$ cat src/tweep_pkg.sv
// shared constants and types for the two-wire eeprom target
package tweep_pkg;

  // ------------------------------------------------------------------
  // timing
  // ------------------------------------------------------------------
  localparam int          CLK_KHZ      = 100000;
  localparam int          SCL_MAX_KHZ  = 400;
  localparam int          WC_TIME_MS   = 5;
  // longest time, so rounded down; ms times kHz gives cycles
  localparam int          WC_CYCLES    = WC_TIME_MS * CLK_KHZ;
  localparam int          WC_W         = 20;

  // ------------------------------------------------------------------
  // array and page geometry
  // ------------------------------------------------------------------
  localparam int          ADDR_W       = 9;
  localparam int          MEM_DEPTH    = 512;
  localparam int          PAGE_W       = 4;
  localparam int          PAGE_LEN     = 16;
  localparam int          BASE_W       = 5;
  localparam logic [4:0]  PAGE_END     = 5'h10;
  localparam logic [3:0]  BIT_LAST     = 4'h8;
  localparam int          FIFO_DEPTH   = 2;
  localparam logic [1:0]  FIFO_FULL    = 2'h2;

  // ------------------------------------------------------------------
  // byte phases within a transaction
  // ------------------------------------------------------------------
  localparam logic [1:0]  PH_DEV       = 2'h0;
  localparam logic [1:0]  PH_MEM       = 2'h1;
  localparam logic [1:0]  PH_DAT       = 2'h2;

  // ------------------------------------------------------------------
  // types
  // ------------------------------------------------------------------
  typedef struct packed {
    logic scl;
    logic sda;
    logic wp;
    logic sel_hi;
    logic sel_lo;
  } tweep_pins_t;

  typedef struct packed {
    logic [3:0] dtype;
    logic [1:0] sel;
    logic       bit8;
    logic       rd;
  } tweep_devword_t;

  typedef struct packed {
    logic [3:0] off;
    logic [7:0] data;
  } tweep_entry_t;

  typedef enum logic [2:0] {
    ST_IDLE = 3'h0,
    ST_RX   = 3'h1,
    ST_ACK  = 3'h3,
    ST_TX   = 3'h2,
    ST_RACK = 3'h6,
    ST_TXL  = 3'h7
  } tweep_state_t;

endpackage : tweep_pkg

$ cat src/tweep_top.sv
// two-wire eeprom target: bus engine, page buffer, array and write timer
// Rules for this block and its bus controller
// sample data on serial clock rise, change driven data after its fall
// controller keeps serial clock at or below 400 kHz; the bench controller model runs a 160 ns clock period
// data line only pulled low or released, never driven high
// controller changes data only while serial clock is low, except start/stop
// data falling while clock high is a start, opening every transaction
// data rising while clock high is a stop; after a read, standby
// stop after write data ends reception and starts the timed write
// timed write lasts at most 5 ms from the stop
// words are 8 bits; ninth clock carries the receiver's low acknowledge
// acknowledge every written word; on reads acknowledge the address word
// after a read byte release data; low acknowledge sends next address
// no acknowledge then stop ends the read, back to standby
// neither acknowledge nor stop: keep data released, send nothing more
// address word msb first: type code, two select bits, bit 8, direction
// direction 0 starts a write, 1 starts a read
// answer only on select match; mismatch returns to standby unacknowledged
// lowest strap ignored; third address-word bit is array address bit 8; the code compares both straps and takes bit 8 from the second bit
// open select straps read as low
// byte write order, then bus ignored until write completes
// extra data bytes form a page write, low four bits increment
// low four bits wrap within the page, overwriting buffered data
// write protect high blocks all writes, reads stay allowed
// protected: acknowledge address and offset, refuse data, write nothing
// open write protect reads as low
// during timed write refuse write address word, acknowledge after
// sequential read address increments, wrapping from last to zero
// array address is address-word bit 8 over the memory address byte
// any stop clears bit and byte counters
`timescale 1ns/1ps
module tweep_top #(
  parameter int unsigned WC_CYC   = tweep_pkg::WC_CYCLES,
  parameter logic [3:0]  DEV_TYPE = 4'h5  // arbitrary type code
) (
  input  wire logic ref_clk,
  input  wire logic sys_rst,
  input  wire logic scl_pin,
  input  wire logic sda_in,
  output logic      sda_out,
  output logic      sda_oe,
  input  wire logic select_pin_high_bit,
  input  wire logic select_pin_low_bit,
  input  wire logic write_protect_pin,
  output logic      write_busy
);

  // ------------------------------------------------------------------
  // pin synchronisers and filters
  // ------------------------------------------------------------------
  tweep_pkg::tweep_pins_t pin_raw;
  tweep_pkg::tweep_pins_t pin_f;
  tweep_pkg::tweep_pins_t pin_p;
  logic [4:0]             s1_ff;
  logic [4:0]             s2_ff;
  logic [4:0]             s3_ff;
  logic [4:0]             flt_ff;
  logic [4:0]             prv_ff;

  // open straps and protect pin arrive low from their pull-downs
  assign pin_raw = '{scl: scl_pin, sda: sda_in, wp: write_protect_pin,
                     sel_hi: select_pin_high_bit, sel_lo: select_pin_low_bit};
  assign pin_f   = tweep_pkg::tweep_pins_t'(flt_ff);
  assign pin_p   = tweep_pkg::tweep_pins_t'(prv_ff);

  always_ff @(posedge ref_clk) begin
    if (sys_rst) begin
      s1_ff  <= 5'h00;
      s2_ff  <= 5'h00;
      s3_ff  <= 5'h00;
      flt_ff <= 5'h00;
      prv_ff <= 5'h00;
    end else begin
      s1_ff  <= pin_raw;
      s2_ff  <= s1_ff;
      s3_ff  <= s2_ff;
      flt_ff <= (s2_ff & s3_ff) | (flt_ff & (s2_ff ^ s3_ff));
      prv_ff <= flt_ff;
    end
  end

  // ------------------------------------------------------------------
  // line events
  // ------------------------------------------------------------------
  wire scl_rise  = pin_f.scl & ~pin_p.scl;
  wire scl_fall  = ~pin_f.scl & pin_p.scl;
  wire start_det = pin_f.scl & pin_p.scl & pin_p.sda & ~pin_f.sda;
  wire stop_det  = pin_f.scl & pin_p.scl & ~pin_p.sda & pin_f.sda;

  // ------------------------------------------------------------------
  // state
  // ------------------------------------------------------------------
  tweep_pkg::tweep_state_t st_ff;
  tweep_pkg::tweep_state_t nxt_st;
  logic [3:0]              bit_ff;
  logic [3:0]              nxt_bit;
  logic [7:0]              sh_ff;
  logic [7:0]              nxt_sh;
  logic                    drv_ff;
  logic                    nxt_drv;
  logic [1:0]              ph_ff;
  logic [1:0]              nxt_ph;
  logic                    rd_ff;
  logic                    nxt_rd;
  logic                    a8_ff;
  logic                    nxt_a8;
  logic [8:0]              adr_ff;
  logic [8:0]              nxt_adr;
  logic                    wfl_ff;
  logic                    busy_ff;
  logic [4:0]              base_ff;
  logic [15:0]             pgv_ff;
  logic [4:0]              cpi_ff;
  logic [tweep_pkg::WC_W-1:0] wc_ff;
  logic [7:0]              mem [tweep_pkg::MEM_DEPTH];
  logic [7:0]              pbuf [tweep_pkg::PAGE_LEN];

  // ------------------------------------------------------------------
  // byte decode
  // ------------------------------------------------------------------
  tweep_pkg::tweep_devword_t dw;
  logic                      fin_rdy;
  logic                      fout_vld;
  logic [7:0]                mem_rd;
  logic                      dev_hit;
  logic                      byte_end;
  logic                      dat_ok;
  logic                      ack_now;
  logic                      push;
  logic                      wc_go;
  logic                      wc_end;
  logic                      cpy_on;

  assign dw       = tweep_pkg::tweep_devword_t'(sh_ff);
  // both straps compared; address bit 8 has its own bit below them
  assign dev_hit  = (dw.dtype == DEV_TYPE) && !busy_ff
                  && (dw.sel == {pin_f.sel_hi, pin_f.sel_lo});
  assign byte_end = scl_fall && (st_ff == tweep_pkg::ST_RX) && (bit_ff == tweep_pkg::BIT_LAST);
  assign dat_ok   = !pin_f.wp && fin_rdy;
  assign ack_now  = (ph_ff == tweep_pkg::PH_DEV) ? dev_hit
                  : (ph_ff == tweep_pkg::PH_MEM) ? 1'b1 : dat_ok;
  assign push     = byte_end && (ph_ff == tweep_pkg::PH_DAT) && dat_ok;
  assign mem_rd   = mem[adr_ff];
  assign wc_go    = stop_det && wfl_ff && !busy_ff;
  assign wc_end   = busy_ff && (wc_ff == tweep_pkg::WC_W'(WC_CYC - 1));
  assign cpy_on   = busy_ff && !fout_vld && (cpi_ff != tweep_pkg::PAGE_END);

  // ------------------------------------------------------------------
  // bus engine next state
  // ------------------------------------------------------------------
  always_comb begin
    nxt_st  = st_ff;
    nxt_bit = bit_ff;
    nxt_sh  = sh_ff;
    nxt_drv = drv_ff;
    nxt_ph  = ph_ff;
    nxt_rd  = rd_ff;
    nxt_a8  = a8_ff;
    nxt_adr = adr_ff;
    if (stop_det) begin
      nxt_st  = tweep_pkg::ST_IDLE;
      nxt_bit = 4'h0;
      nxt_ph  = tweep_pkg::PH_DEV;
      nxt_drv = 1'b0;
    end else if (start_det) begin
      nxt_st  = tweep_pkg::ST_RX;
      nxt_bit = 4'h0;
      nxt_ph  = tweep_pkg::PH_DEV;
      nxt_drv = 1'b0;
    end else begin
      case (st_ff)
        tweep_pkg::ST_RX: begin
          if (scl_rise) begin
            nxt_sh  = {sh_ff[6:0], pin_f.sda};
            nxt_bit = bit_ff + 4'h1;
          end
          if (byte_end) begin
            nxt_bit = 4'h0;
            nxt_drv = ack_now;
            nxt_st  = ack_now ? tweep_pkg::ST_ACK : tweep_pkg::ST_IDLE;
            if (ph_ff == tweep_pkg::PH_DEV) begin
              nxt_rd = dw.rd;
              nxt_a8 = dw.bit8;
            end
            if (ph_ff == tweep_pkg::PH_MEM) begin
              nxt_adr = {a8_ff, sh_ff};
            end
            if (push) begin
              nxt_adr[3:0] = adr_ff[3:0] + 4'h1;
            end
          end
        end
        tweep_pkg::ST_ACK: begin
          if (scl_fall) begin
            nxt_drv = 1'b0;
            nxt_st  = tweep_pkg::ST_RX;
            nxt_ph  = (ph_ff == tweep_pkg::PH_DEV) ? tweep_pkg::PH_MEM : tweep_pkg::PH_DAT;
            if (rd_ff && (ph_ff == tweep_pkg::PH_DEV)) begin
              nxt_st  = tweep_pkg::ST_TX;
              nxt_drv = ~mem_rd[7];
              nxt_sh  = {mem_rd[6:0], 1'b0};
            end
          end
        end
        tweep_pkg::ST_TX: begin
          if (scl_rise) begin
            nxt_bit = bit_ff + 4'h1;
          end
          if (scl_fall) begin
            if (bit_ff == tweep_pkg::BIT_LAST) begin
              nxt_drv = 1'b0;
              nxt_st  = tweep_pkg::ST_RACK;
              nxt_adr = adr_ff + 9'h001;
            end else begin
              nxt_drv = ~sh_ff[7];
              nxt_sh  = {sh_ff[6:0], 1'b0};
            end
          end
        end
        tweep_pkg::ST_RACK: begin
          if (scl_rise) begin
            nxt_bit = 4'h0;
            nxt_st  = pin_f.sda ? tweep_pkg::ST_IDLE : tweep_pkg::ST_TXL;
          end
        end
        tweep_pkg::ST_TXL: begin
          if (scl_fall) begin
            nxt_st  = tweep_pkg::ST_TX;
            nxt_drv = ~mem_rd[7];
            nxt_sh  = {mem_rd[6:0], 1'b0};
          end
        end
        default: begin
          nxt_drv = 1'b0;
        end
      endcase
    end
  end

  always_ff @(posedge ref_clk) begin
    if (sys_rst) begin
      st_ff  <= tweep_pkg::ST_IDLE;
      bit_ff <= 4'h0;
      sh_ff  <= 8'h00;
      drv_ff <= 1'b0;
      ph_ff  <= tweep_pkg::PH_DEV;
      rd_ff  <= 1'b0;
      a8_ff  <= 1'b0;
      adr_ff <= 9'h000;
    end else begin
      st_ff  <= nxt_st;
      bit_ff <= nxt_bit;
      sh_ff  <= nxt_sh;
      drv_ff <= nxt_drv;
      ph_ff  <= nxt_ph;
      rd_ff  <= nxt_rd;
      a8_ff  <= nxt_a8;
      adr_ff <= nxt_adr;
    end
  end

  assign sda_out    = 1'b0;
  assign sda_oe     = drv_ff;
  assign write_busy = busy_ff;

  // ------------------------------------------------------------------
  // two-entry buffer between receiver and page buffer
  // ------------------------------------------------------------------
  tweep_pkg::tweep_entry_t fq [tweep_pkg::FIFO_DEPTH];
  tweep_pkg::tweep_entry_t fout;
  logic                    fwp_ff;
  logic                    frp_ff;
  logic [1:0]              fcnt_ff;
  logic                    pop;

  assign fin_rdy  = (fcnt_ff != tweep_pkg::FIFO_FULL);
  assign fout_vld = (fcnt_ff != 2'h0);
  assign fout     = fq[frp_ff];
  // drain stalls from the start of the array copy until the timed write ends
  assign pop      = fout_vld && (cpi_ff == 5'h00);

  always_ff @(posedge ref_clk) begin
    if (push) begin
      fq[fwp_ff] <= '{off: adr_ff[3:0], data: sh_ff};
    end
  end

  always_ff @(posedge ref_clk) begin
    if (sys_rst) begin
      fwp_ff  <= 1'b0;
      frp_ff  <= 1'b0;
      fcnt_ff <= 2'h0;
    end else begin
      fwp_ff  <= fwp_ff ^ push;
      frp_ff  <= frp_ff ^ pop;
      fcnt_ff <= fcnt_ff + {1'b0, push} - {1'b0, pop};
    end
  end

  // ------------------------------------------------------------------
  // page buffer, array commit and write timer
  // ------------------------------------------------------------------
  wire pg_open = byte_end && (ph_ff == tweep_pkg::PH_MEM);

  always_ff @(posedge ref_clk) begin
    if (pop) begin
      pbuf[fout.off] <= fout.data;
    end
    if (cpy_on && pgv_ff[cpi_ff[3:0]]) begin
      mem[{base_ff, cpi_ff[3:0]}] <= pbuf[cpi_ff[3:0]];
    end
  end

  always_ff @(posedge ref_clk) begin
    if (sys_rst) begin
      pgv_ff  <= 16'h0000;
      base_ff <= 5'h00;
      wfl_ff  <= 1'b0;
      busy_ff <= 1'b0;
      cpi_ff  <= 5'h00;
      wc_ff   <= '0;
    end else begin
      if (pg_open) begin
        pgv_ff  <= 16'h0000;
        base_ff <= {a8_ff, sh_ff[7:4]};
      end else if (pop) begin
        pgv_ff[fout.off] <= 1'b1;
      end
      wfl_ff  <= start_det ? 1'b0 : (wfl_ff | push);
      busy_ff <= wc_go | (busy_ff & ~wc_end);
      cpi_ff  <= wc_end ? 5'h00 : (cpi_ff + {4'h0, cpy_on});
      wc_ff   <= busy_ff ? (wc_ff + 1'b1) : '0;
    end
  end

  logic rst_d_ff;
  always_ff @(posedge ref_clk) begin
    rst_d_ff <= sys_rst;
  end
endmodule : tweep_top

$ cat config.mk
export PLATFORM = sky130hd
export DESIGN_NAME = tweep_top
export DESIGN_NICKNAME = d
export VERILOG_FILES = /design/src/tweep_pkg.sv /design/src/tweep_top.sv
export SDC_FILE = /design/constraint.sdc
export NUM_CORES = 2
export LEC_CHECK = 0
export BUFFER_PORTS_ARGS = -buffer_cell sky130_fd_sc_hd__buf_2
export CORE_ASPECT_RATIO = 0.7
export CORE_MARGIN = 5
export CORE_UTILIZATION = 40
export CTS_CLUSTER_DIAMETER = 50
export CTS_CLUSTER_SIZE = 40
export DETAILED_ROUTE_END_ITERATION = 10
export PLACE_DENSITY = 0.64
export SLEW_MARGIN = 20
export SYNTH_ARGS = -nofsm -noshare
export SYNTH_HDL_FRONTEND = slang
export SYNTH_MEMORY_MAX_BITS = 65536
export SYNTH_SLANG_ARGS = --single-unit
$ cat constraint.sdc
create_clock -name ref_clk -period 7.15 [get_ports ref_clk]
set_input_delay 0 -clock ref_clk [delete_from_list [all_inputs] [get_ports ref_clk]]
set_output_delay 0 -clock ref_clk [all_outputs]
set_load 0.05 [all_outputs]
==> flow_summary.toml <==
[status]
status = "finished clean"

[yosys]
synth.most_common_cell = "edfxtp_1"
synth_area_mm2 = 0.169
synth_top_cell_area_share = 0.755
yosys_warnings = 0
ys_top_cells_by_count = "edfxtp_1 (4248), mux4_2 (975), nor2_1 (651), mux2i_1 (317), clkbuf_1 (232)"
synth_area_leaders = "edfxtp_1 (75%), mux4_2 (13%), mux2i_1 (1.9%), nor2_1 (1.4%), dfxtp_1 (1.2%)"
postSynthCellCount = 8205
synthFlopType = "edfxtp_1"
yosys.area.top_type = "edfxtp_1"
ys_seq_area_frac = 0.767
synth_enable_flop_cells = 4248
synth_cell_type_count = 81
postSynthAreaPerCell_um2 = 20.6
ys_ff_latch = 4351
syn-num-nets = 8227
postSynth.asyncResetShare = 0

[die]
die_h_um = 554
ios = 10
die_w_um = 787
num_rows = 199
core_mm2 = 0.420
die_area_mm2 = 0.436
initial_core_util = 0.402

[global_routing]
grt_pass1_vias = 83900
grt_pass1_wl_um = 681000
grt.overflow.total = 0
grt_max_degree = 204
grt_usage = 0.220
antenna_found_initial = 39

[critical_path]
start_kind = "flop"
critical_path_required_ps = 7760
reg2reg_from = "cpi_ff[1]"
rr_worst_depth = 6
cp_max_fo = 22
cp-startpoint = "cpi_ff[1]"
worstSetupEndpointType = "flop"
critPathKind = "flop to flop"
crit_arrival_ps = 5880
regToRegSetupSlack_ps = 1870
r2r_end = "mem[122][0]"
cp-endpoint = "mem[122][0]"

[final_layout]
drive_gt1_frac = 0.203
register_area_mm2 = 0.130
syn_to_final_growth_pct = 9.06
postLayoutCellArea_mm2 = 0.184
fillers = 35300
final_nets = 8182
multi_input_area_mm2 = 0.0370

[sta]
setup_violations = 0
drv_slew = 0
hold_violations = 0
setup_tns_ps = 0
rsz0062_at_grt = "no"
tightestPinTransition_ps = 1320
finClkSkew_ps = 70.0
finalCritPeriodShare = 0.738
relSlewSlack = 0.119
post-route-min-period_ps = 5280
max_freq_ghz = 0.190

[drt]
wl_um = 491000
viasPerCell = 6.27
drc = 0
drtIter0Drc = 14600
first_pass_iters = 7
wl_per_cell_um = 35.2
vias = 87600
postRouteAntennaNets = 0

[clock_tree]
clockBufferDepth = 4
postCtsSetupRepairBufs = 0
clock-sinks = 4351
cts_resized = 0
cts_inserted_buffers = 197
path_clk_slew_ps = 130
cts-root-buf = "clkbuf_16"
cts.htree.levels = 4
hold_buffers = 16
clock_latency_ps = 1010
tritoncts = "built"

[flow_run]
maxCapViolCount = 0

[hold_path]
hp-class = "input pin to flop"

[power]
leakage_nw = 53.1
ir_drop_uv = 234
powerDensity_mw_per_mm2 = 238

[placement]
port_buffers = 8
place_area_mm2 = 0.176
place.gp.congestion = 0.915
post-dp-hpwl_um = 304000
==> how the worst min path moves through the flow <==
stage / from / endpoint / slack [ps] / cells after the start
after CTS: sys_rst / fcnt_ff[1] / 20 / 3
after floorplan: select_pin_low_bit / s1_ff[0] / 130 / 1
after detailed placement: select_pin_low_bit / s1_ff[0] / 220 / 2
final: sys_rst / frp_ff / 70 / 3
after global placement: select_pin_high_bit / s1_ff[1] / 210 / 2
after global routing: sys_rst / frp_ff / 90 / 3
==> placed cells by master (no fill, tap or decap), types with 28 or more instances in the layout <==
cell type,n
mux4_2,967
nor3_1,40
inv_12,38
o21ai_0,92
clkbuf_16,199
nor2b_1,47
a21oi_1,112
o22ai_1,77
edfxtp_1,4248
mux2_2,35
a211oi_1,37
a22o_1,42
buf_4,190
buf_12,44
a22oi_1,170
nand2_1,191
inv_16,29
mux2i_1,317
diode_2,28
nand3_1,62
a221oi_1,60
nor2_1,645
dfxtp_1,93
==> kinds of logic after synthesis <==
group           share of synthesized area
fa+ha+maj                         0.00111
flops                               0.767
compound gates                     0.0333
mux                                 0.151
other cells                     0.0000222
simple gates                       0.0299
buf+inv                            0.0161
xor+xnor                          0.00150
==> registers in the layout, summed over array words and instances (netlist names), 5 cells and up <==
signal and count:
mem 4096, pbuf 128, fq 24, wc_ff 20
pgv_ff 16, adr_ff 9, dw 8, base_ff 5
cpi_ff 5, flt_ff 5, s1_ff 5, s2_ff 5
s3_ff 5
==> per-stage QoR <==
| stage | setup slack (ps) | total power [mW] | hold WS, ps | std cells | utilization |
|---|---|---|---|---|---|
| global route | 1730 | 45.0 | 87.5 | 13900 | 0.438 |
| detailed placement | 2040 | 28.9 | 215 | 13600 | 0.419 |
| floorplan | 1030 | 28.7 | 128 | 8205 | - |
| global placement | 2140 | 28.9 | 211 | 13600 | 0.419 |
| CTS | 2030 | 43.9 | 24.7 | 13900 | 0.438 |
| finish | 1870 | 43.8 | 71.0 | 14000 | 0.438 |
==> area by class of cell <==
cell class | instances | share of cell area
antenna | 28 | 0.000380
clock buffer | 202 | 0.0271
clock inverter | 154 | 0.0152
inverter | 27 | 0.000591
multi-input combinational | 3318 | 0.201
sequential | 4351 | 0.703
tap | 5628 | 0.0382
timing repair buffer | 265 | 0.0142
==> layer usage <==
layer / part of all wire / wire length [µm] / track usage / vias to the layer above
met5: 0.00011 / 52 / 0 / -
met4: 0.033 / 16100 / 0.0669 / 8
met3: 0.15 / 72700 / 0.0749 / 808
met2: 0.43 / 211000 / 0.312 / 6586
met1: 0.39 / 191000 / 0.321 / 46400
li1: - / - / - / 33800
==> worst max-delay path, cell delays in order (launching register included) <==
cell     delay (ps)
dfxtp_2         710
nor2_1          330
a31oi_1         790
nand2_1         350
nor2_4         1050
nand2_1         800
nor2_1          840
==> power breakdown <==
group | internal [mW] | switching [mW]
combinational | 0.0748 | 0.381
clock | 6.06 | 9.41
sequential | 27.9 | 0.0276
Power figures use the tool's default switching activity.
